`src/rtl/tdc_regs.svh`:
```
// register offsets, field positions and reset values of the capture/compare block
`ifndef TDC_REGS_SVH
`define TDC_REGS_SVH
`define TDC_OFF_MODE     8'h18
`define TDC_OFF_ENPOL    8'h20
`define TDC_OFF_CH1_VAL  8'h34
`define TDC_OFF_CH2_VAL  8'h38
`define TDC_MODE_RST     16'h0000
`define TDC_ENPOL_RST    16'h0000
`define TDC_ENPOL_MASK   16'h00BF
`define TDC_C1_DIR       1:0
`define TDC_C1_PSC       3:2
`define TDC_C1_FLT       7:4
`define TDC_C1_BUF       3
`define TDC_C1_OCM       6:4
`define TDC_C2_DIR       9:8
`define TDC_C2_PSC       11:10
`define TDC_C2_FLT       15:12
`define TDC_C2_BUF       11
`define TDC_C2_OCM       14:12
`define TDC_C1_EN        0
`define TDC_C1_POL       1
`define TDC_C1_NPOL      3
`define TDC_C2_EN        4
`define TDC_C2_POL       5
`define TDC_C2_NPOL      7
`define TDC_FLT_OFF      4'h0
`endif

```
`src/rtl/tdc_pkg.sv`:
```
// types shared by the capture/compare block
package tdc_pkg;
   typedef enum logic [1:0] {
      TDC_DIR_OUT  = 2'h0,
      TDC_DIR_TI_A = 2'h1,
      TDC_DIR_TI_B = 2'h2,
      TDC_DIR_TRG  = 2'h3
   } tdc_dir_t;
   typedef enum logic [2:0] {
      TDC_OCM_FRZ  = 3'h0,
      TDC_OCM_SET  = 3'h1,
      TDC_OCM_CLR  = 3'h2,
      TDC_OCM_TGL  = 3'h3,
      TDC_OCM_FLO  = 3'h4,
      TDC_OCM_FHI  = 3'h5,
      TDC_OCM_PWM1 = 3'h6,
      TDC_OCM_PWM2 = 3'h7
   } tdc_ocm_t;
   typedef enum logic [1:0] {
      TDC_EDGE_RISE = 2'h0,
      TDC_EDGE_FALL = 2'h1,
      TDC_EDGE_RSVD = 2'h2,
      TDC_EDGE_BOTH = 2'h3
   } tdc_edge_t;
endpackage

```
`src/rtl/tdc_top.sv`:
```
// two-channel capture/compare setup block with apb register access
`timescale 1ns/1ps
`default_nettype none
`include "tdc_regs.svh"
// ----------------------------------------------------------------------------
// Overview of operation
// - channel 1 direction bits 1:0: output, input one, input two, trigger source
// - direction fields change only while that channel's enable bit is zero
// - channel 2 direction bits 9:8 with the same source mapping
// - channel 1 capture every 1, 2, 4 or 8 events from bits 3:2
// - filter code 0000 passes the input sampled at the kernel clock
// - other filter codes pick sampling divider and stable sample count
// - channel 2 prescaler bits 11:10 and filter bits 15:12, same coding
// - output channel: enable bit 0 drives or releases the output pin
// - input channel: enable bit 0 permits counter capture on events
// - output channel: polarity bit 1 makes the pin active low
// - input polarity 00 rising, 01 falling, 10 reserved
// - polarity 11 captures both edges; not for encoder mode
// - output mode: buffer enable bit 3, compare mode bits 6:4
// - buffered compare value loads at update event, else immediately
// - compare modes freeze, set, clear, toggle, force low/high, pwm 1/2
// ----------------------------------------------------------------------------
module tdc_top #(
   parameter int CNT_W  = 16,
   parameter int ADDR_W = 8
) (
   input  wire logic              pclk,
   input  wire logic              presetn,
   input  wire logic [ADDR_W-1:0] paddr,
   input  wire logic              psel,
   input  wire logic              penable,
   input  wire logic              pwrite,
   input  wire logic [31:0]       pwdata,
   output var  logic [31:0]       prdata,
   output var  logic              pready,
   output var  logic              pslverr,
   input  wire logic              timer_input_one,
   input  wire logic              timer_input_two,
   input  wire logic              internal_trigger_source,
   input  wire logic [CNT_W-1:0]  counter_value,
   input  wire logic              update_event,
   output var  logic              ch1_output_pin,
   output var  logic              ch1_output_oe,
   output var  logic              ch2_output_pin,
   output var  logic              ch2_output_oe,
   output var  logic              ch1_capture_pulse,
   output var  logic              ch2_capture_pulse
);
   // ----------------------------------------------------------------------
   // elaboration checks
   // ----------------------------------------------------------------------
   if (CNT_W < 2 || CNT_W > 16) begin : g_bad_cnt
      $error("CNT_W must lie between 2 and 16");
   end
   if (ADDR_W < 8 || ADDR_W > 32) begin : g_bad_addr
      $error("ADDR_W must lie between 8 and 32");
   end

   // ----------------------------------------------------------------------
   // declarations
   // ----------------------------------------------------------------------
   logic [15:0]          mode_r;
   logic [15:0]          enpol_r;
   logic [31:0]          prdata_r;
   logic                 pready_r;
   logic                 pslverr_r;
   logic [CNT_W-1:0]     cmp_wr_r  [2];
   logic [CNT_W-1:0]     cmp_act_r [2];
   logic [1:0]           ref_r;
   logic [1:0]           pin_r;
   logic [1:0]           oe_r;
   logic [1:0]           filt_prev_r;
   logic                 trg_prev_r;
   tdc_pkg::tdc_dir_t    dir_v [2];
   tdc_pkg::tdc_ocm_t    ocm_v [2];
   logic [1:0]           out_v;
   logic [1:0]           en_v;
   logic [1:0]           pol_v;
   logic [1:0]           npol_v;
   logic [1:0]           buf_v;
   logic [1:0]           raw_v;
   logic [1:0]           filt_v;
   logic [1:0]           evt_v;
   logic [1:0]           wr_cmp;
   logic [CNT_W-1:0]     cap_val [2];
   logic                 trg_rise;
   logic                 acc;
   logic                 wr;
   logic                 wr_mode;
   logic                 wr_enpol;
   logic [31:0]          rd_mux;
   logic [15:0]          mode_nxt;

   // ----------------------------------------------------------------------
   // helper functions
   // ----------------------------------------------------------------------
   function automatic logic addr_ok(input logic [ADDR_W-1:0] a);
      addr_ok = (a == ADDR_W'(`TDC_OFF_MODE)) || (a == ADDR_W'(`TDC_OFF_ENPOL)) ||
                (a == ADDR_W'(`TDC_OFF_CH1_VAL)) || (a == ADDR_W'(`TDC_OFF_CH2_VAL));
   endfunction

   function automatic logic sel_raw(input tdc_pkg::tdc_dir_t d, input logic a, input logic b);
      case (d)
         tdc_pkg::TDC_DIR_TI_A: sel_raw = a;
         tdc_pkg::TDC_DIR_TI_B: sel_raw = b;
         default:               sel_raw = 1'b0;
      endcase
   endfunction

   function automatic logic edge_evt(input logic [1:0] code, input logic cur, input logic prev);
      case (tdc_pkg::tdc_edge_t'(code))
         tdc_pkg::TDC_EDGE_RISE: edge_evt = cur && !prev;
         tdc_pkg::TDC_EDGE_FALL: edge_evt = !cur && prev;
         tdc_pkg::TDC_EDGE_BOTH: edge_evt = cur ^ prev;
         default:                edge_evt = cur && !prev;
      endcase
   endfunction

   function automatic logic ref_calc(input tdc_pkg::tdc_ocm_t m, input logic r,
                                     input logic [CNT_W-1:0] cnt, input logic [CNT_W-1:0] cmp);
      case (m)
         tdc_pkg::TDC_OCM_SET:  ref_calc = (cnt == cmp) ? 1'b1 : r;
         tdc_pkg::TDC_OCM_CLR:  ref_calc = (cnt == cmp) ? 1'b0 : r;
         tdc_pkg::TDC_OCM_TGL:  ref_calc = (cnt == cmp) ? !r : r;
         tdc_pkg::TDC_OCM_FLO:  ref_calc = 1'b0;
         tdc_pkg::TDC_OCM_FHI:  ref_calc = 1'b1;
         tdc_pkg::TDC_OCM_PWM1: ref_calc = (cnt < cmp);
         tdc_pkg::TDC_OCM_PWM2: ref_calc = (cnt > cmp);
         default:               ref_calc = r;
      endcase
   endfunction

   // ----------------------------------------------------------------------
   // field decode
   // ----------------------------------------------------------------------
   assign dir_v[0]  = tdc_pkg::tdc_dir_t'(mode_r[`TDC_C1_DIR]);
   assign dir_v[1]  = tdc_pkg::tdc_dir_t'(mode_r[`TDC_C2_DIR]);
   assign ocm_v[0]  = tdc_pkg::tdc_ocm_t'(mode_r[`TDC_C1_OCM]);
   assign ocm_v[1]  = tdc_pkg::tdc_ocm_t'(mode_r[`TDC_C2_OCM]);
   assign buf_v     = {mode_r[`TDC_C2_BUF], mode_r[`TDC_C1_BUF]};
   assign en_v      = {enpol_r[`TDC_C2_EN], enpol_r[`TDC_C1_EN]};
   assign pol_v     = {enpol_r[`TDC_C2_POL], enpol_r[`TDC_C1_POL]};
   assign npol_v    = {enpol_r[`TDC_C2_NPOL], enpol_r[`TDC_C1_NPOL]};
   assign out_v[0]  = (dir_v[0] == tdc_pkg::TDC_DIR_OUT);
   assign out_v[1]  = (dir_v[1] == tdc_pkg::TDC_DIR_OUT);
   assign raw_v[0]  = sel_raw(dir_v[0], timer_input_one, timer_input_two);
   assign raw_v[1]  = sel_raw(dir_v[1], timer_input_one, timer_input_two);
   assign trg_rise  = internal_trigger_source && !trg_prev_r;

   // ----------------------------------------------------------------------
   // apb slave
   // ----------------------------------------------------------------------
   assign acc      = psel && penable && pready_r;
   assign wr       = acc && pwrite && !pslverr_r;
   assign wr_mode  = wr && (paddr == ADDR_W'(`TDC_OFF_MODE));
   assign wr_enpol = wr && (paddr == ADDR_W'(`TDC_OFF_ENPOL));
   assign wr_cmp[0] = wr && (paddr == ADDR_W'(`TDC_OFF_CH1_VAL)) && out_v[0];
   assign wr_cmp[1] = wr && (paddr == ADDR_W'(`TDC_OFF_CH2_VAL)) && out_v[1];

   always_comb begin
      case (paddr)
         ADDR_W'(`TDC_OFF_MODE):    rd_mux = {16'h0000, mode_r};
         ADDR_W'(`TDC_OFF_ENPOL):   rd_mux = {16'h0000, enpol_r};
         ADDR_W'(`TDC_OFF_CH1_VAL): rd_mux = 32'(out_v[0] ? cmp_wr_r[0] : cap_val[0]);
         ADDR_W'(`TDC_OFF_CH2_VAL): rd_mux = 32'(out_v[1] ? cmp_wr_r[1] : cap_val[1]);
         default:                   rd_mux = 32'h0000_0000;
      endcase
   end

   always_ff @(posedge pclk or negedge presetn) begin
      if (!presetn) begin
         pready_r  <= 1'b0;
         pslverr_r <= 1'b0;
         prdata_r  <= 32'h0000_0000;
      end else begin
         pready_r  <= psel && !penable;
         pslverr_r <= psel && !penable && !addr_ok(paddr);
         prdata_r  <= (psel && !penable && !pwrite) ? rd_mux : 32'h0000_0000;
      end
   end

   // ----------------------------------------------------------------------
   // mode and enable registers
   // ----------------------------------------------------------------------
   always_comb begin
      mode_nxt = pwdata[15:0];
      if (en_v[0]) begin
         mode_nxt[`TDC_C1_DIR] = mode_r[`TDC_C1_DIR];
      end
      if (en_v[1]) begin
         mode_nxt[`TDC_C2_DIR] = mode_r[`TDC_C2_DIR];
      end
   end

   always_ff @(posedge pclk or negedge presetn) begin
      if (!presetn) begin
         mode_r <= `TDC_MODE_RST;
      end else if (wr_mode) begin
         mode_r <= mode_nxt;
      end
   end

   always_ff @(posedge pclk or negedge presetn) begin
      if (!presetn) begin
         enpol_r <= `TDC_ENPOL_RST;
      end else if (wr_enpol) begin
         enpol_r <= pwdata[15:0] & `TDC_ENPOL_MASK;
      end
   end

   // ----------------------------------------------------------------------
   // input paths: filter, polarity, edge, capture
   // ----------------------------------------------------------------------
   tdc_in_filter u_flt1 (
      .pclk    (pclk),
      .presetn (presetn),
      .code    (mode_r[`TDC_C1_FLT]),
      .d       (raw_v[0]),
      .q_r     (filt_v[0])
   );
   tdc_in_filter u_flt2 (
      .pclk    (pclk),
      .presetn (presetn),
      .code    (mode_r[`TDC_C2_FLT]),
      .d       (raw_v[1]),
      .q_r     (filt_v[1])
   );

   always_ff @(posedge pclk or negedge presetn) begin
      if (!presetn) begin
         filt_prev_r <= 2'h0;
         trg_prev_r  <= 1'b0;
      end else begin
         filt_prev_r <= filt_v;
         trg_prev_r  <= internal_trigger_source;
      end
   end

   always_comb begin
      for (int i = 0; i < 2; i++) begin
         if (dir_v[i] == tdc_pkg::TDC_DIR_TRG) begin
            evt_v[i] = trg_rise;
         end else begin
            evt_v[i] = edge_evt({npol_v[i], pol_v[i]}, filt_v[i], filt_prev_r[i]);
         end
      end
   end

   tdc_cap_chan #(.CNT_W(CNT_W)) u_cap1 (
      .pclk          (pclk),
      .presetn       (presetn),
      .evt           (evt_v[0]),
      .cap_en        (!out_v[0] && en_v[0]),
      .psc           (mode_r[`TDC_C1_PSC]),
      .counter_value (counter_value),
      .cap_val_r     (cap_val[0]),
      .cap_pulse_r   (ch1_capture_pulse)
   );
   tdc_cap_chan #(.CNT_W(CNT_W)) u_cap2 (
      .pclk          (pclk),
      .presetn       (presetn),
      .evt           (evt_v[1]),
      .cap_en        (!out_v[1] && en_v[1]),
      .psc           (mode_r[`TDC_C2_PSC]),
      .counter_value (counter_value),
      .cap_val_r     (cap_val[1]),
      .cap_pulse_r   (ch2_capture_pulse)
   );

   // ----------------------------------------------------------------------
   // compare values
   // ----------------------------------------------------------------------
   always_ff @(posedge pclk or negedge presetn) begin
      if (!presetn) begin
         for (int i = 0; i < 2; i++) begin
            cmp_wr_r[i]  <= '0;
            cmp_act_r[i] <= '0;
         end
      end else begin
         for (int i = 0; i < 2; i++) begin
            if (wr_cmp[i]) begin
               cmp_wr_r[i] <= pwdata[CNT_W-1:0];
            end
            if (wr_cmp[i] && !buf_v[i]) begin
               cmp_act_r[i] <= pwdata[CNT_W-1:0];
            end else if (update_event && buf_v[i]) begin
               cmp_act_r[i] <= cmp_wr_r[i];
            end
         end
      end
   end

   // ----------------------------------------------------------------------
   // output reference and pins
   // ----------------------------------------------------------------------
   always_ff @(posedge pclk or negedge presetn) begin
      if (!presetn) begin
         ref_r <= 2'h0;
      end else begin
         for (int i = 0; i < 2; i++) begin
            if (out_v[i]) begin
               ref_r[i] <= ref_calc(ocm_v[i], ref_r[i], counter_value, cmp_act_r[i]);
            end
         end
      end
   end

   always_ff @(posedge pclk or negedge presetn) begin
      if (!presetn) begin
         oe_r  <= 2'h0;
         pin_r <= 2'h0;
      end else begin
         for (int i = 0; i < 2; i++) begin
            oe_r[i]  <= out_v[i] && en_v[i];
            pin_r[i] <= (out_v[i] && en_v[i]) ? (ref_r[i] ^ pol_v[i]) : 1'b0;
         end
      end
   end

   assign ch1_output_pin = pin_r[0];
   assign ch1_output_oe  = oe_r[0];
   assign ch2_output_pin = pin_r[1];
   assign ch2_output_oe  = oe_r[1];
   assign prdata         = prdata_r;
   assign pready         = pready_r;
   assign pslverr        = pslverr_r;
endmodule  // tdc_top
`default_nettype wire

```
`src/rtl/tdc_in_filter.sv`:
```
// digital input filter with sampling divider and sample count
`timescale 1ns/1ps
`default_nettype none
`include "tdc_regs.svh"
module tdc_in_filter (
   input  wire logic       pclk,
   input  wire logic       presetn,
   input  wire logic [3:0] code,
   input  wire logic       d,
   output var  logic       q_r
);
   logic [4:0] div_cnt_r;
   logic [3:0] run_r;
   logic [4:0] div_m1;
   logic [3:0] n_m1;
   logic       sample_en;

   // code to divider-1 and count-1
   function automatic logic [8:0] flt_decode(input logic [3:0] c);
      case (c)
         4'h1: flt_decode = {5'h00, 4'h1};
         4'h2: flt_decode = {5'h00, 4'h3};
         4'h3: flt_decode = {5'h00, 4'h7};
         4'h4: flt_decode = {5'h01, 4'h5};
         4'h5: flt_decode = {5'h01, 4'h7};
         4'h6: flt_decode = {5'h03, 4'h5};
         4'h7: flt_decode = {5'h03, 4'h7};
         4'h8: flt_decode = {5'h07, 4'h5};
         4'h9: flt_decode = {5'h07, 4'h7};
         4'hA: flt_decode = {5'h0F, 4'h4};
         4'hB: flt_decode = {5'h0F, 4'h5};
         4'hC: flt_decode = {5'h0F, 4'h7};
         4'hD: flt_decode = {5'h1F, 4'h4};
         4'hE: flt_decode = {5'h1F, 4'h5};
         4'hF: flt_decode = {5'h1F, 4'h7};
         default: flt_decode = {5'h00, 4'h0};
      endcase
   endfunction

   assign {div_m1, n_m1} = flt_decode(code);
   assign sample_en = (div_cnt_r == div_m1);

   always_ff @(posedge pclk or negedge presetn) begin
      if (!presetn) begin
         div_cnt_r <= 5'h00;
      end else if (code == `TDC_FLT_OFF || sample_en) begin
         div_cnt_r <= 5'h00;
      end else begin
         div_cnt_r <= div_cnt_r + 5'h01;
      end
   end

   always_ff @(posedge pclk or negedge presetn) begin
      if (!presetn) begin
         q_r   <= 1'b0;
         run_r <= 4'h0;
      end else if (code == `TDC_FLT_OFF) begin
         q_r   <= d;
         run_r <= 4'h0;
      end else if (sample_en) begin
         if (d == q_r) begin
            run_r <= 4'h0;
         end else if (run_r == n_m1) begin
            q_r   <= d;
            run_r <= 4'h0;
         end else begin
            run_r <= run_r + 4'h1;
         end
      end
   end
endmodule  // tdc_in_filter
`default_nettype wire

```
`src/rtl/tdc_cap_chan.sv`:
```
// capture event prescaler and capture value register of one channel
`timescale 1ns/1ps
`default_nettype none
module tdc_cap_chan #(
   parameter int CNT_W = 16
) (
   input  wire logic             pclk,
   input  wire logic             presetn,
   input  wire logic             evt,
   input  wire logic             cap_en,
   input  wire logic [1:0]       psc,
   input  wire logic [CNT_W-1:0] counter_value,
   output var  logic [CNT_W-1:0] cap_val_r,
   output var  logic             cap_pulse_r
);
   logic [2:0] evt_cnt_r;
   logic [2:0] ratio_m1;
   logic       take;

   assign ratio_m1 = 3'((4'h1 << psc) - 4'h1);
   assign take     = cap_en && evt && (evt_cnt_r >= ratio_m1);

   always_ff @(posedge pclk or negedge presetn) begin
      if (!presetn) begin
         evt_cnt_r <= 3'h0;
      end else if (!cap_en) begin
         evt_cnt_r <= 3'h0;
      end else if (take) begin
         evt_cnt_r <= 3'h0;
      end else if (evt) begin
         evt_cnt_r <= evt_cnt_r + 3'h1;
      end
   end

   always_ff @(posedge pclk or negedge presetn) begin
      if (!presetn) begin
         cap_val_r   <= '0;
         cap_pulse_r <= 1'b0;
      end else begin
         cap_pulse_r <= take;
         if (take) begin
            cap_val_r <= counter_value;
         end
      end
   end
endmodule  // tdc_cap_chan
`default_nettype wire

```
`config.mk`:
```
export PLATFORM = sky130hd
export DESIGN_NAME = tdc_top
export DESIGN_NICKNAME = d
export VERILOG_FILES = /design/src/rtl/tdc_pkg.sv /design/src/rtl/tdc_top.sv /design/src/rtl/tdc_in_filter.sv /design/src/rtl/tdc_cap_chan.sv
export VERILOG_INCLUDE_DIRS = /design/src /design/src/rtl
export SDC_FILE = /design/constraint.sdc
export NUM_CORES = 1
export LEC_CHECK = 0
export BUFFER_PORTS_ARGS = -buffer_cell sky130_fd_sc_hd__buf_2
export CAP_MARGIN = 20
export CORE_UTILIZATION = 59
export CTS_BUF_LIST = sky130_fd_sc_hd__clkbuf_16
export CTS_CLUSTER_DIAMETER = 40
export DETAILED_ROUTE_END_ITERATION = 16
export PLACE_DENSITY_LB_ADDON = 0.15
export SLEW_MARGIN = 10
export SYNTH_ARGS = -nofsm -noshare
export SYNTH_HDL_FRONTEND = slang
export SYNTH_SLANG_ARGS = --single-unit
```
`constraint.sdc`:
```
create_clock -name pclk -period 2.9 [get_ports pclk]
set_input_delay 0.29 -clock pclk [delete_from_list [all_inputs] [get_ports pclk]]
set_output_delay 0.29 -clock pclk [all_outputs]
set_load 0.005 [all_outputs]
```
==> run_results.csv, run 1 <==
group,metric,value,unit
status,status,"finished clean",
power,sw_frac_of_total,0.256,
detailed_routing,vias,7051,
global_route,antenna_found_initial,0,
detailed_routing,dr.pass1.iters,7,
power,clock_power_share,0.431,
final_layout,final_nets,1097,
placement,dp_hpwl,16.2,mm
critical_path,cp.required,3.21,ns
placement,numPortBuffers,72,
detailed_routing,met1_length,10.4,mm
cts,insertion_delay,0.44,ns
detailed_routing,drt-initial-drc-count,515,
floorplanning,fp.dieW,129,um
sta,finalHoldViolations,0,
sta,drv_slew,0,
synth,synthFlopType,"dfrtp_1",
global_route,grt_pass1_vias,6837,
placement,gp_congestion,0.936,
synth,syn_area_per_cell,10.7,um^2
critical_path,reg2reg_slack,0.37,ns
synth,async_flop_share,1.00,
cts,ctsHoldBuffers,2,
critical_path,crit_start,"mode_r[13]",
sta,fin_skew,0.0113,ns
floorplanning,fp.coreArea,0.0158,mm^2
min_path,min_path_type,"in2reg",
flow_run,max_cap_violations,0,
detailed_routing,highest_layer,"met4",
power,power_per_cell_area,498,mW/mm^2
sta,period_share,0.874,
cts,htreeDepth,4,
sta,worst_pin_slew,1.09,ns
critical_path,endpoint_kind,"flip-flop",
synth,syn_area,0.00950,mm^2
synth,synthCells,890,
floorplanning,dieArea,0.0166,mm^2
final_layout,layout-drive-gt1-share,0.216,
cts,cts.path.max_buffers,2,
detailed_routing,via_per_inst,5.90,
floorplanning,num_rows,46,
final_layout,syn2layout_area_growth,12.4,%
critical_path,crit_path_end,"u_flt2.run_r[3]",
synth,yosysSeqAreaShare,0.458,
sta,rsz0062_at_grt,"false",
final_layout,final_area,0.0107,mm^2
final_layout,diodes,0,
global_route,track_usage,0.296,
synth,synth_edf_count,0,
critical_path,reg2reg_depth,8,
global_route,grt_first_pass_wirelength,36.8,mm
final_layout,fin_util,0.675,
power,p_int,3.96,mW
detailed_routing,ant_nets,0,
cts,cts_tree,"built",
global_route,grt_max_degree,63,
final_layout,layout_commonest_cell,"dfrtp_1",
final_layout,layout_common_cells,"dfrtp_1 (174), nand2_1 (74), mux2_2 (73)",
sta,fmax,0.395,GHz
cts,clock-sinks,174,
detailed_routing,post_drt_wl_per_cell,19.3,um
detailed_routing,routed_wl,23.1,mm
cts,numCtsBuffers,17,
power,power_leakage,5.11,nW
global_route,overflow,0,
detailed_routing,wl_met2,10.7,mm
sta,slew-limit-headroom,0.273,
cts,ctsResizeCount,0,
sta,setup_viol,0,
cts,cts_root_buf,"clkbuf_16",
critical_path,cp_max_fo,8,
cts,cts_setup_buffers,0,
detailed_routing,wl_met3,1.43,mm
cts,clkTransAtPathRegs,0.07,ns
power,p_seq_frac,0.482,
placement,place_area,0.0101,mm^2
sta,fin_setup_tns,0,ns
floorplanning,io_pins,105,
power,switchingPower,1.36,mW
power,combPwrFrac,0.087,
critical_path,timing.rr.start,"mode_r[13]",
synth,yosysUniqueCellTypes,70,
power,vdd_ir_drop_max,0.402,mV
sta,period_minus_slack,2.53,ns
floorplanning,die_h,129,um
critical_path,reg2reg_to,"u_flt2.run_r[3]",
critical_path,cp-start-kind,"flip-flop",
final_layout,fillers,1251,
synth,ys_ff_latch,174,
critical_path,path_class,"reg2reg",
synth,ys_warn_count,0,
floorplanning,start_util,0.600,
detailed_routing,drc,0,
critical_path,cp.arrival,2.85,ns
## critical path, stage by stage (launching register included)
cell       delay (ns)
dfrtp_1          0.46
inv_1            0.14
ha_1             0.27
and4b_1          0.26
a31oi_1          0.08
a2111oi_0        0.42
a21o_1           0.30
inv_1            0.13
a221o_1          0.36
## layer usage
metal	global-route usage	vias up
met4	0.116	0
li1	-	3306
met3	0.0561	41
met1	0.410	3470
met2	0.464	234
met5	0	-
## Yosys cell counts (3+ instances only)
cell type | number | area share
a211o_1 | 3 | 0.0028
a211oi_1 | 4 | 0.0032
a21o_1 | 5 | 0.0040
a21oi_1 | 48 | 0.025
a221o_1 | 14 | 0.015
a221oi_1 | 3 | 0.0028
a22o_1 | 5 | 0.0046
a31oi_1 | 4 | 0.0026
and2_1 | 7 | 0.0046
and3_1 | 15 | 0.0099
buf_2 | 11 | 0.0058
buf_4 | 18 | 0.014
buf_6 | 3 | 0.0036
clkbuf_1 | 16 | 0.0063
dfrtp_1 | 174 | 0.46
ha_1 | 66 | 0.087
inv_1 | 61 | 0.024
mux2_2 | 73 | 0.087
mux2i_1 | 49 | 0.052
nand2_1 | 74 | 0.029
nand2b_1 | 13 | 0.0086
nand3_1 | 7 | 0.0037
nand4_1 | 10 | 0.0066
nor2_1 | 52 | 0.021
nor2b_1 | 14 | 0.0092
nor3_1 | 7 | 0.0037
o211ai_1 | 5 | 0.0040
o21ai_0 | 32 | 0.017
o221ai_1 | 6 | 0.0055
o22ai_1 | 19 | 0.013
o31ai_1 | 3 | 0.0024
or2_2 | 4 | 0.0026
or4_1 | 3 | 0.0024
xnor2_1 | 7 | 0.0065
xor2_1 | 8 | 0.0074
## worst min path at each step
stage	startpoint	to	depth (start not counted)
6_report	psel	pready	3
5_1_grt	pwdata[15]	mode_r[15]	3
4_1_cts	psel	pready	3
3_5_place_dp	presetn	pin_r[0]	1
3_3_place_gp	presetn	u_cap1.evt_cnt_r[0]	1
2_1_floorplan	presetn	cmp_act_r[0]	0
## cell families (layout without fill, tap and decap cells)
family	Yosys count	in the layout	share of synthesized area
adder cells (fa/ha/maj)	66	66	0.0869
flip-flops	174	174	0.458
XOR/XNOR	15	15	0.0138
AND/OR/NAND/NOR	224	224	0.119
multiplexers	124	124	0.143
other	1	16	0.000395
buffers and inverters	111	185	0.0548
AO/OA/AOI/OAI	175	175	0.124
## cell type report
cell class	count	area (um^2)	area share
Inverter	61	229	0.0214
Clock buffer	17	425	0.0398
Clock inverter	15	160	0.0150
Timing Repair Buffer	92	559	0.0524
Multi-Input combinational cell	620	4680	0.438
Tap cell	216	270	0.0253
Sequential cell	174	4350	0.408
## power by group through the flow
stage | clock network (mW) | logic, mW | registers [mW]
5_1_grt | 2.42 | 0.520 | 2.57
3_3_place_gp | 0 | 0.445 | 2.60
3_5_place_dp | 0 | 0.458 | 2.61
6_report | 2.29 | 0.461 | 2.56
4_1_cts | 2.32 | 0.464 | 2.56
2_1_floorplan | 0 | 0.286 | 2.58
## sequential cells by signal, indices dropped and copies added, names as in the netlist, 4 cells and up
register / count
cmp_act_r: 32
u_cap1.cap_val_r: 16
prdata: 16
enpol_r: 7
u_cap2.cap_val_r: 16
u_flt2.run_r: 4
u_flt1.div_cnt_r: 5
cmp_wr_r: 32
u_flt1.run_r: 4
u_flt2.div_cnt_r: 5
mode_r: 16
## metrics by stage
step	hold WS (ns)	cells	setup WS, ns	total power, mW
floorplan	-0.00559	905	0.225	2.87
global placement	0.304	1161	0.405	3.05
detailed placement	0.309	1161	0.368	3.07
CTS	0.116	1195	0.386	5.35
global route	0.135	1195	0.214	5.51
finish	0.121	1195	0.366	5.32
No activity file was read; power rests on OpenSTA's default activity.
==> run 2: changes to the inputs <==
--- a/config.mk
+++ b/config.mk
@@ -13,6 +13,7 @@
 export CTS_CLUSTER_DIAMETER = 40
 export DETAILED_ROUTE_END_ITERATION = 16
 export PLACE_DENSITY_LB_ADDON = 0.15
+export RECOVER_POWER = 50
 export SLEW_MARGIN = 10
 export SYNTH_ARGS = -nofsm -noshare
 export SYNTH_HDL_FRONTEND = slang
==> run_results.csv, run 2 (synthesis gave the netlist of run 1 again) <==
group,metric,value,unit
status,status,"finished, violations left",
status,violations,"capacitance limit, slew limit",
sta,setup_viol,0,
sta,fmax,0.396,GHz
placement,gp_congestion,0.936,
critical_path,cp.arrival,2.84,ns
critical_path,crit_path_top_delay_cell,"dfrtp_1",
floorplanning,fp.coreArea,0.0158,mm^2
detailed_routing,routed_wl,23.2,mm
detailed_routing,post_drt_wl_per_cell,19.4,um
sta,fin_skew,0.00948,ns
final_layout,layout-drive-gt1-share,0.201,
final_layout,reg.largest.list,"cmp_act_r (32), cmp_wr_r (32)",
sta,finalHoldViolations,0,
cts,cts_setup_buffers,0,
critical_path,cp_max_fo,8,
sta,slew-limit-headroom,-0.0744,
critical_path,endpoint_kind,"flip-flop",
floorplanning,die_h,129,um
power,power_leakage,5.05,nW
detailed_routing,drc,0,
critical_path,critical-path-max-stage-delay,0.46,ns
final_layout,layout_commonest_cell,"dfrtp_1",
detailed_routing,ant_nets,0,
critical_path,cp_top_family,"compound AO/OA/AOI/OAI gates",
floorplanning,io_pins,105,
flow_run,max_cap_violations,1,
final_layout,final_nets,1097,
cts,ctsResizeCount,0,
global_route,overflow,0,
placement,numPortBuffers,72,
power,p_int,3.96,mW
detailed_routing,vias,7031,
critical_path,path_cells,"inv_1 -> ha_1 -> and4b_1 -> a31oi_1 -> a2111oi_0 -> a21o_1 -> inv_1 -> a221o_1",
critical_path,cp.required,3.22,ns
floorplanning,dieArea,0.0166,mm^2
sta,setup_ws,0.374,ns
power,power_per_cell_area,499,mW/mm^2
final_layout,diodes,0,
critical_path,cp-start-kind,"flip-flop",
power,combPwrFrac,0.087,
power,clock_power_share,0.432,
sta,drv_slew,61,
cts,clkTransAtPathRegs,0.07,ns
detailed_routing,via_per_inst,5.88,
power,power.total,5.32,mW
power,switchingPower,1.36,mW
sta,rsz0062_at_grt,"false",
power,vdd_ir_drop_max,0.403,mV
final_layout,fin_util,0.673,
min_path,min_path_type,"in2reg",
critical_path,crit_top_cell,"inv_1",
global_route,track_usage,0.296,
sta,fin_setup_tns,0,ns
cts,cts_tree,"built",
final_layout,final_area,0.0107,mm^2
placement,place_area,0.0101,mm^2
detailed_routing,dr.pass1.iters,7,
global_route,grt_first_pass_wirelength,36.8,mm
power,p_seq_frac,0.482,
cts,cts.path.max_buffers,2,
sta,worst_pin_slew,1.61,ns
critical_path,path_class,"reg2reg",
cts,cts_root_buf,"clkbuf_16",
detailed_routing,drt-initial-drc-count,465,
cts,htreeDepth,4,
placement,dp_slack,0.368,ns
floorplanning,start_util,0.600,
global_route,antenna_found_initial,0,
placement,dp_hpwl,16.2,mm
final_layout,syn2layout_area_growth,12.2,%
global_route,grt_pass1_vias,6837,
cts,clock-sinks,174,
sta,period_minus_slack,2.53,ns
power,sw_frac_of_total,0.256,
critical_path,cp_num_buf_inv,2,
sta,period_share,0.871,
cts,insertion_delay,0.44,ns
floorplanning,num_rows,46,
global_route,grt_max_degree,63,
floorplanning,fp.dieW,129,um
final_layout,layout_common_cells,"dfrtp_1 (174), nand2_1 (74), mux2_2 (73)",
cts,numCtsBuffers,17,
run 2: cell types whose count changed in the layout (fill, tap and decap cells not counted), sizes merged:
cell / delta
buf: -15
clkbuf: +15
run 2: metal layers:
| layer | vias up | routed length, um | track usage |
|---|---|---|---|
| li1 | 3305 | - | - |
| met1 | 3460 | 10500 | 0.410 |
| met2 | 222 | 10700 | 0.464 |
| met3 | 44 | 1400 | 0.0561 |
| met4 | 0 | 504 | 0.116 |
| met5 | - | 0 | 0 |
run 2: what timing repair did:
action | 4_1_cts | 5_1_grt
hold buffers | 2 | 0
endpoints found under the setup margin | 0 | 0
hold endpoints to repair | 61 | 0
run 2: through the flow:
stage / hold WS (ns) / std cells
floorplan: -0.00559 / 905
global placement: 0.304 / 1161
detailed placement: 0.309 / 1161
CTS: 0.116 / 1195
global route: 0.135 / 1195
finish: 0.121 / 1195
run 2: cell type report:
| cell class | count | area [um^2] |
|---|---|---|
| Sequential cell | 174 | 4350 |
| Timing Repair Buffer | 92 | 536 |
| Inverter | 61 | 229 |
| Tap cell | 216 | 270 |
| Clock buffer | 17 | 425 |
| Multi-Input combinational cell | 620 | 4680 |
| Fill cell | 1258 | 5170 |
| Clock inverter | 15 | 160 |
run 2: path summary, 6_finish.rpt:
check / start / to / slack (ns) / depth (start not counted)
worst max-delay path: mode_r[13] / u_flt2.run_r[3] / 0.37 / 8
worst min-delay path: psel / pready / 0.12 / 3
worst max register to register: mode_r[13] / u_flt2.run_r[3] / 0.37 / 8
worst min register to register: u_flt1.q_r / filt_prev_r[0] / 0.46 / 0
max in group asynchronous: presetn / u_flt2.div_cnt_r[4] / 1.07 / 3
min in group asynchronous: presetn / trg_prev_r / 0.80 / 2
run 2: power groups by stage:
stage / registers, mW / clock network, mW / logic (mW)
after floorplan: 2.58 / 0 / 0.286
after global placement: 2.60 / 0 / 0.445
after detailed placement: 2.61 / 0 / 0.458
after CTS: 2.56 / 2.32 / 0.464
after global routing: 2.57 / 2.42 / 0.519
final: 2.56 / 2.30 / 0.461
run 2: worst register-to-register path: stages, from the launching register on:
cell	delay [ns]
dfrtp_1	0.46
inv_1	0.14
ha_1	0.27
and4b_1	0.26
a31oi_1	0.08
a2111oi_0	0.43
a21o_1	0.30
inv_1	0.13
a221o_1	0.36
==> run 3: changes to the inputs <==
--- a/config.mk
+++ b/config.mk
@@ -8,9 +8,9 @@
 export LEC_CHECK = 0
 export BUFFER_PORTS_ARGS = -buffer_cell sky130_fd_sc_hd__buf_2
 export CAP_MARGIN = 20
-export CORE_UTILIZATION = 59
+export CORE_UTILIZATION = 54
 export CTS_BUF_LIST = sky130_fd_sc_hd__clkbuf_16
-export CTS_CLUSTER_DIAMETER = 40
+export CTS_CLUSTER_DIAMETER = 150
 export DETAILED_ROUTE_END_ITERATION = 16
 export PLACE_DENSITY_LB_ADDON = 0.15
 export RECOVER_POWER = 50
==> constraint.sdc (replaced) <==
create_clock -name pclk -period 2.15 [get_ports pclk]
set_input_delay 0.215 -clock pclk [delete_from_list [all_inputs] [get_ports pclk]]
set_output_delay 0.215 -clock pclk [all_outputs]
set_load 0.005 [all_outputs]
==> run_results.csv, run 3 (synthesis gave the netlist of run 1 again) <==
group,metric,value,unit
status,status,"finished, violations left",
status,violations,"setup timing",
detailed_routing,via_per_inst,5.81,
floorplanning,dieArea,0.0181,mm^2
critical_path,reg2reg_depth,8,
sta,rsz0062_at_grt,"true",
critical_path,reg2reg_to,"u_cap1.cap_val_r[15]",
final_layout,final_nets,1196,
power,power_per_cell_area,618,mW/mm^2
placement,gp_congestion,0.897,
power,vdd_ir_drop_max,0.560,mV
final_layout,regArea,0.00435,mm^2
cts,clkTransAtPathRegs,0.07,ns
final_layout,layout_common_cells,"dfrtp_1 (174), buf_4 (100), nand2_1 (74)",
detailed_routing,drt-initial-drc-count,656,
cts,cts_tree,"built",
min_path,min_path_cells,3,
power,power_leakage,5.76,nW
cts,clock-sinks,174,
global_route,antenna_found_initial,0,
global_route,overflow,0,
detailed_routing,post_drt_wl_per_cell,20.2,um
final_layout,multi_input_area,0.00512,mm^2
detailed_routing,dr.pass1.iters,7,
detailed_routing,vias,7556,
sta,fin_skew,0.00860,ns
min_path,holdPathEnd,"pready",
critical_path,cp.arrival,2.48,ns
global_route,grt_max_degree,53,
detailed_routing,routed_wl,26.3,mm
global_route,track_usage,0.294,
placement,numPortBuffers,72,
cts,cts.path.max_buffers,2,
floorplanning,num_rows,48,
global_route,grt_first_pass_wirelength,39.8,mm
floorplanning,fp.dieW,135,um
cts,htreeDepth,4,
sta,period_minus_slack,2.17,ns
final_layout,diodes,0,
global_route,grt_pass1_vias,7331,
floorplanning,fp.coreArea,0.0172,mm^2
sta,finalHoldViolations,0,
critical_path,cp.required,2.46,ns
sta,worst_pin_slew,1.39,ns
floorplanning,start_util,0.551,
sta,setup_viol,8,
critical_path,timing.rr.start,"mode_r[3]",
final_layout,layout-drive-gt1-share,0.323,
floorplanning,io_pins,105,
sta,fin_setup_tns,-0.106,ns
critical_path,endpoint_kind,"flip-flop",
cts,cts_root_buf,"clkbuf_16",
critical_path,cp-start-kind,"flip-flop",
floorplanning,die_h,135,um
final_layout,syn2layout_area_growth,26.0,%
final_layout,layout_commonest_cell,"dfrtp_1",
placement,dp_slack,-0.283,ns
placement,dp_hpwl,18.1,mm
flow_run,max_cap_violations,0,
final_layout,reg.largest.list,"cmp_act_r (32), cmp_wr_r (32)",
final_layout,fin_util,0.694,
cts,insertion_delay,0.43,ns
sta,fmax,0.461,GHz
sta,period_share,1.01,
sta,drv_slew,0,
sta,setup_ws,-0.0211,ns
critical_path,path_class,"reg2reg",
final_layout,fillers,1311,
min_path,min-delay-start,"psel",
cts,numCtsBuffers,17,
min_path,min_path_type,"in2reg",
detailed_routing,drc,0,
critical_path,cp_max_fo,8,
critical_path,reg2reg_slack,-0.02,ns
detailed_routing,ant_nets,0,
sta,slew-limit-headroom,0.0735,
-- run 3: cell count changes in the layout (fill, tap and decap cells not counted), sizes merged --
cell      previous run  this run
clkinv               7         5
buf                 75       173
bufinv               2         3
clkinvlp             2         1
clkbuf              32        33
-- run 3: critical path, stage by stage (launching register included) --
cell and delay [ns]:
dfrtp_1 0.41, or2_4 0.25, ha_4 0.20, nand2b_4 0.13
a21o_1 0.17, a21oi_2 0.17, nand2b_4 0.23, clkbuf_16 0.20
mux2_4 0.30
-- run 3: repair_timing --
item	4_1_cts	5_1_grt
hold buffers	2	0
setup endpoints to repair	22	43
gates resized for setup	17	55
buffers inserted	3	15
gates cloned	0	3
hold endpoints to repair	49	0
pin swaps	10	21
-- run 3: report_power, final --
group | switching [mW] | leakage (nW) | internal [mW]
combinational | 0.443 | 3.18 | 0.346
sequential | 0.0984 | 2.29 | 3.36
clock | 1.33 | 0.285 | 1.82
total | 1.87 | 5.76 | 5.53
-- run 3: through the flow --
stage | cells | power, mW | hold WS (ns) | instance area, um^2
2_1_floorplan | 905 | 3.89 | -0.0806 | 9740
3_3_place_gp | 1247 | 4.19 | 0.205 | 10800
3_5_place_dp | 1248 | 4.21 | 0.200 | 10900
4_1_cts | 1283 | 7.37 | 0.0550 | 11600
5_1_grt | 1301 | 7.67 | 0.0708 | 12000
6_report | 1301 | 7.40 | 0.0667 | 12000
-- run 3: layout make-up --
cell class,count,area share
clock inverters,13,0.0136
multi-input cells,620,0.428
clock buffers,17,0.0356
well taps,225,0.0235
repair buffers,191,0.116
inverters,61,0.0191
flip-flops and latches,174,0.364
-- run 3: worst max path at each step --
stage / start / to / cells past startpoint
6_report: mode_r[3] / u_cap1.cap_val_r[15] / 8
5_1_grt: mode_r[3] / u_cap1.cap_val_r[15] / 8
4_1_cts: mode_r[12] / u_flt2.run_r[3] / 7
3_5_place_dp: cmp_act_r[25] / ref_r[0] / 8
3_3_place_gp: cmp_act_r[25] / ref_r[0] / 8
2_1_floorplan: mode_r[3] / u_cap1.cap_val_r[10] / 11
-- run 3: metal layers --
metal / routed length (um) / up-vias / track usage
met5: 0 / - / 0
met4: 802 / 0 / 0.119
met3: 1650 / 50 / 0.0612
met2: 12300 / 259 / 0.458
met1: 11500 / 3756 / 0.401
li1: - / 3491 / -
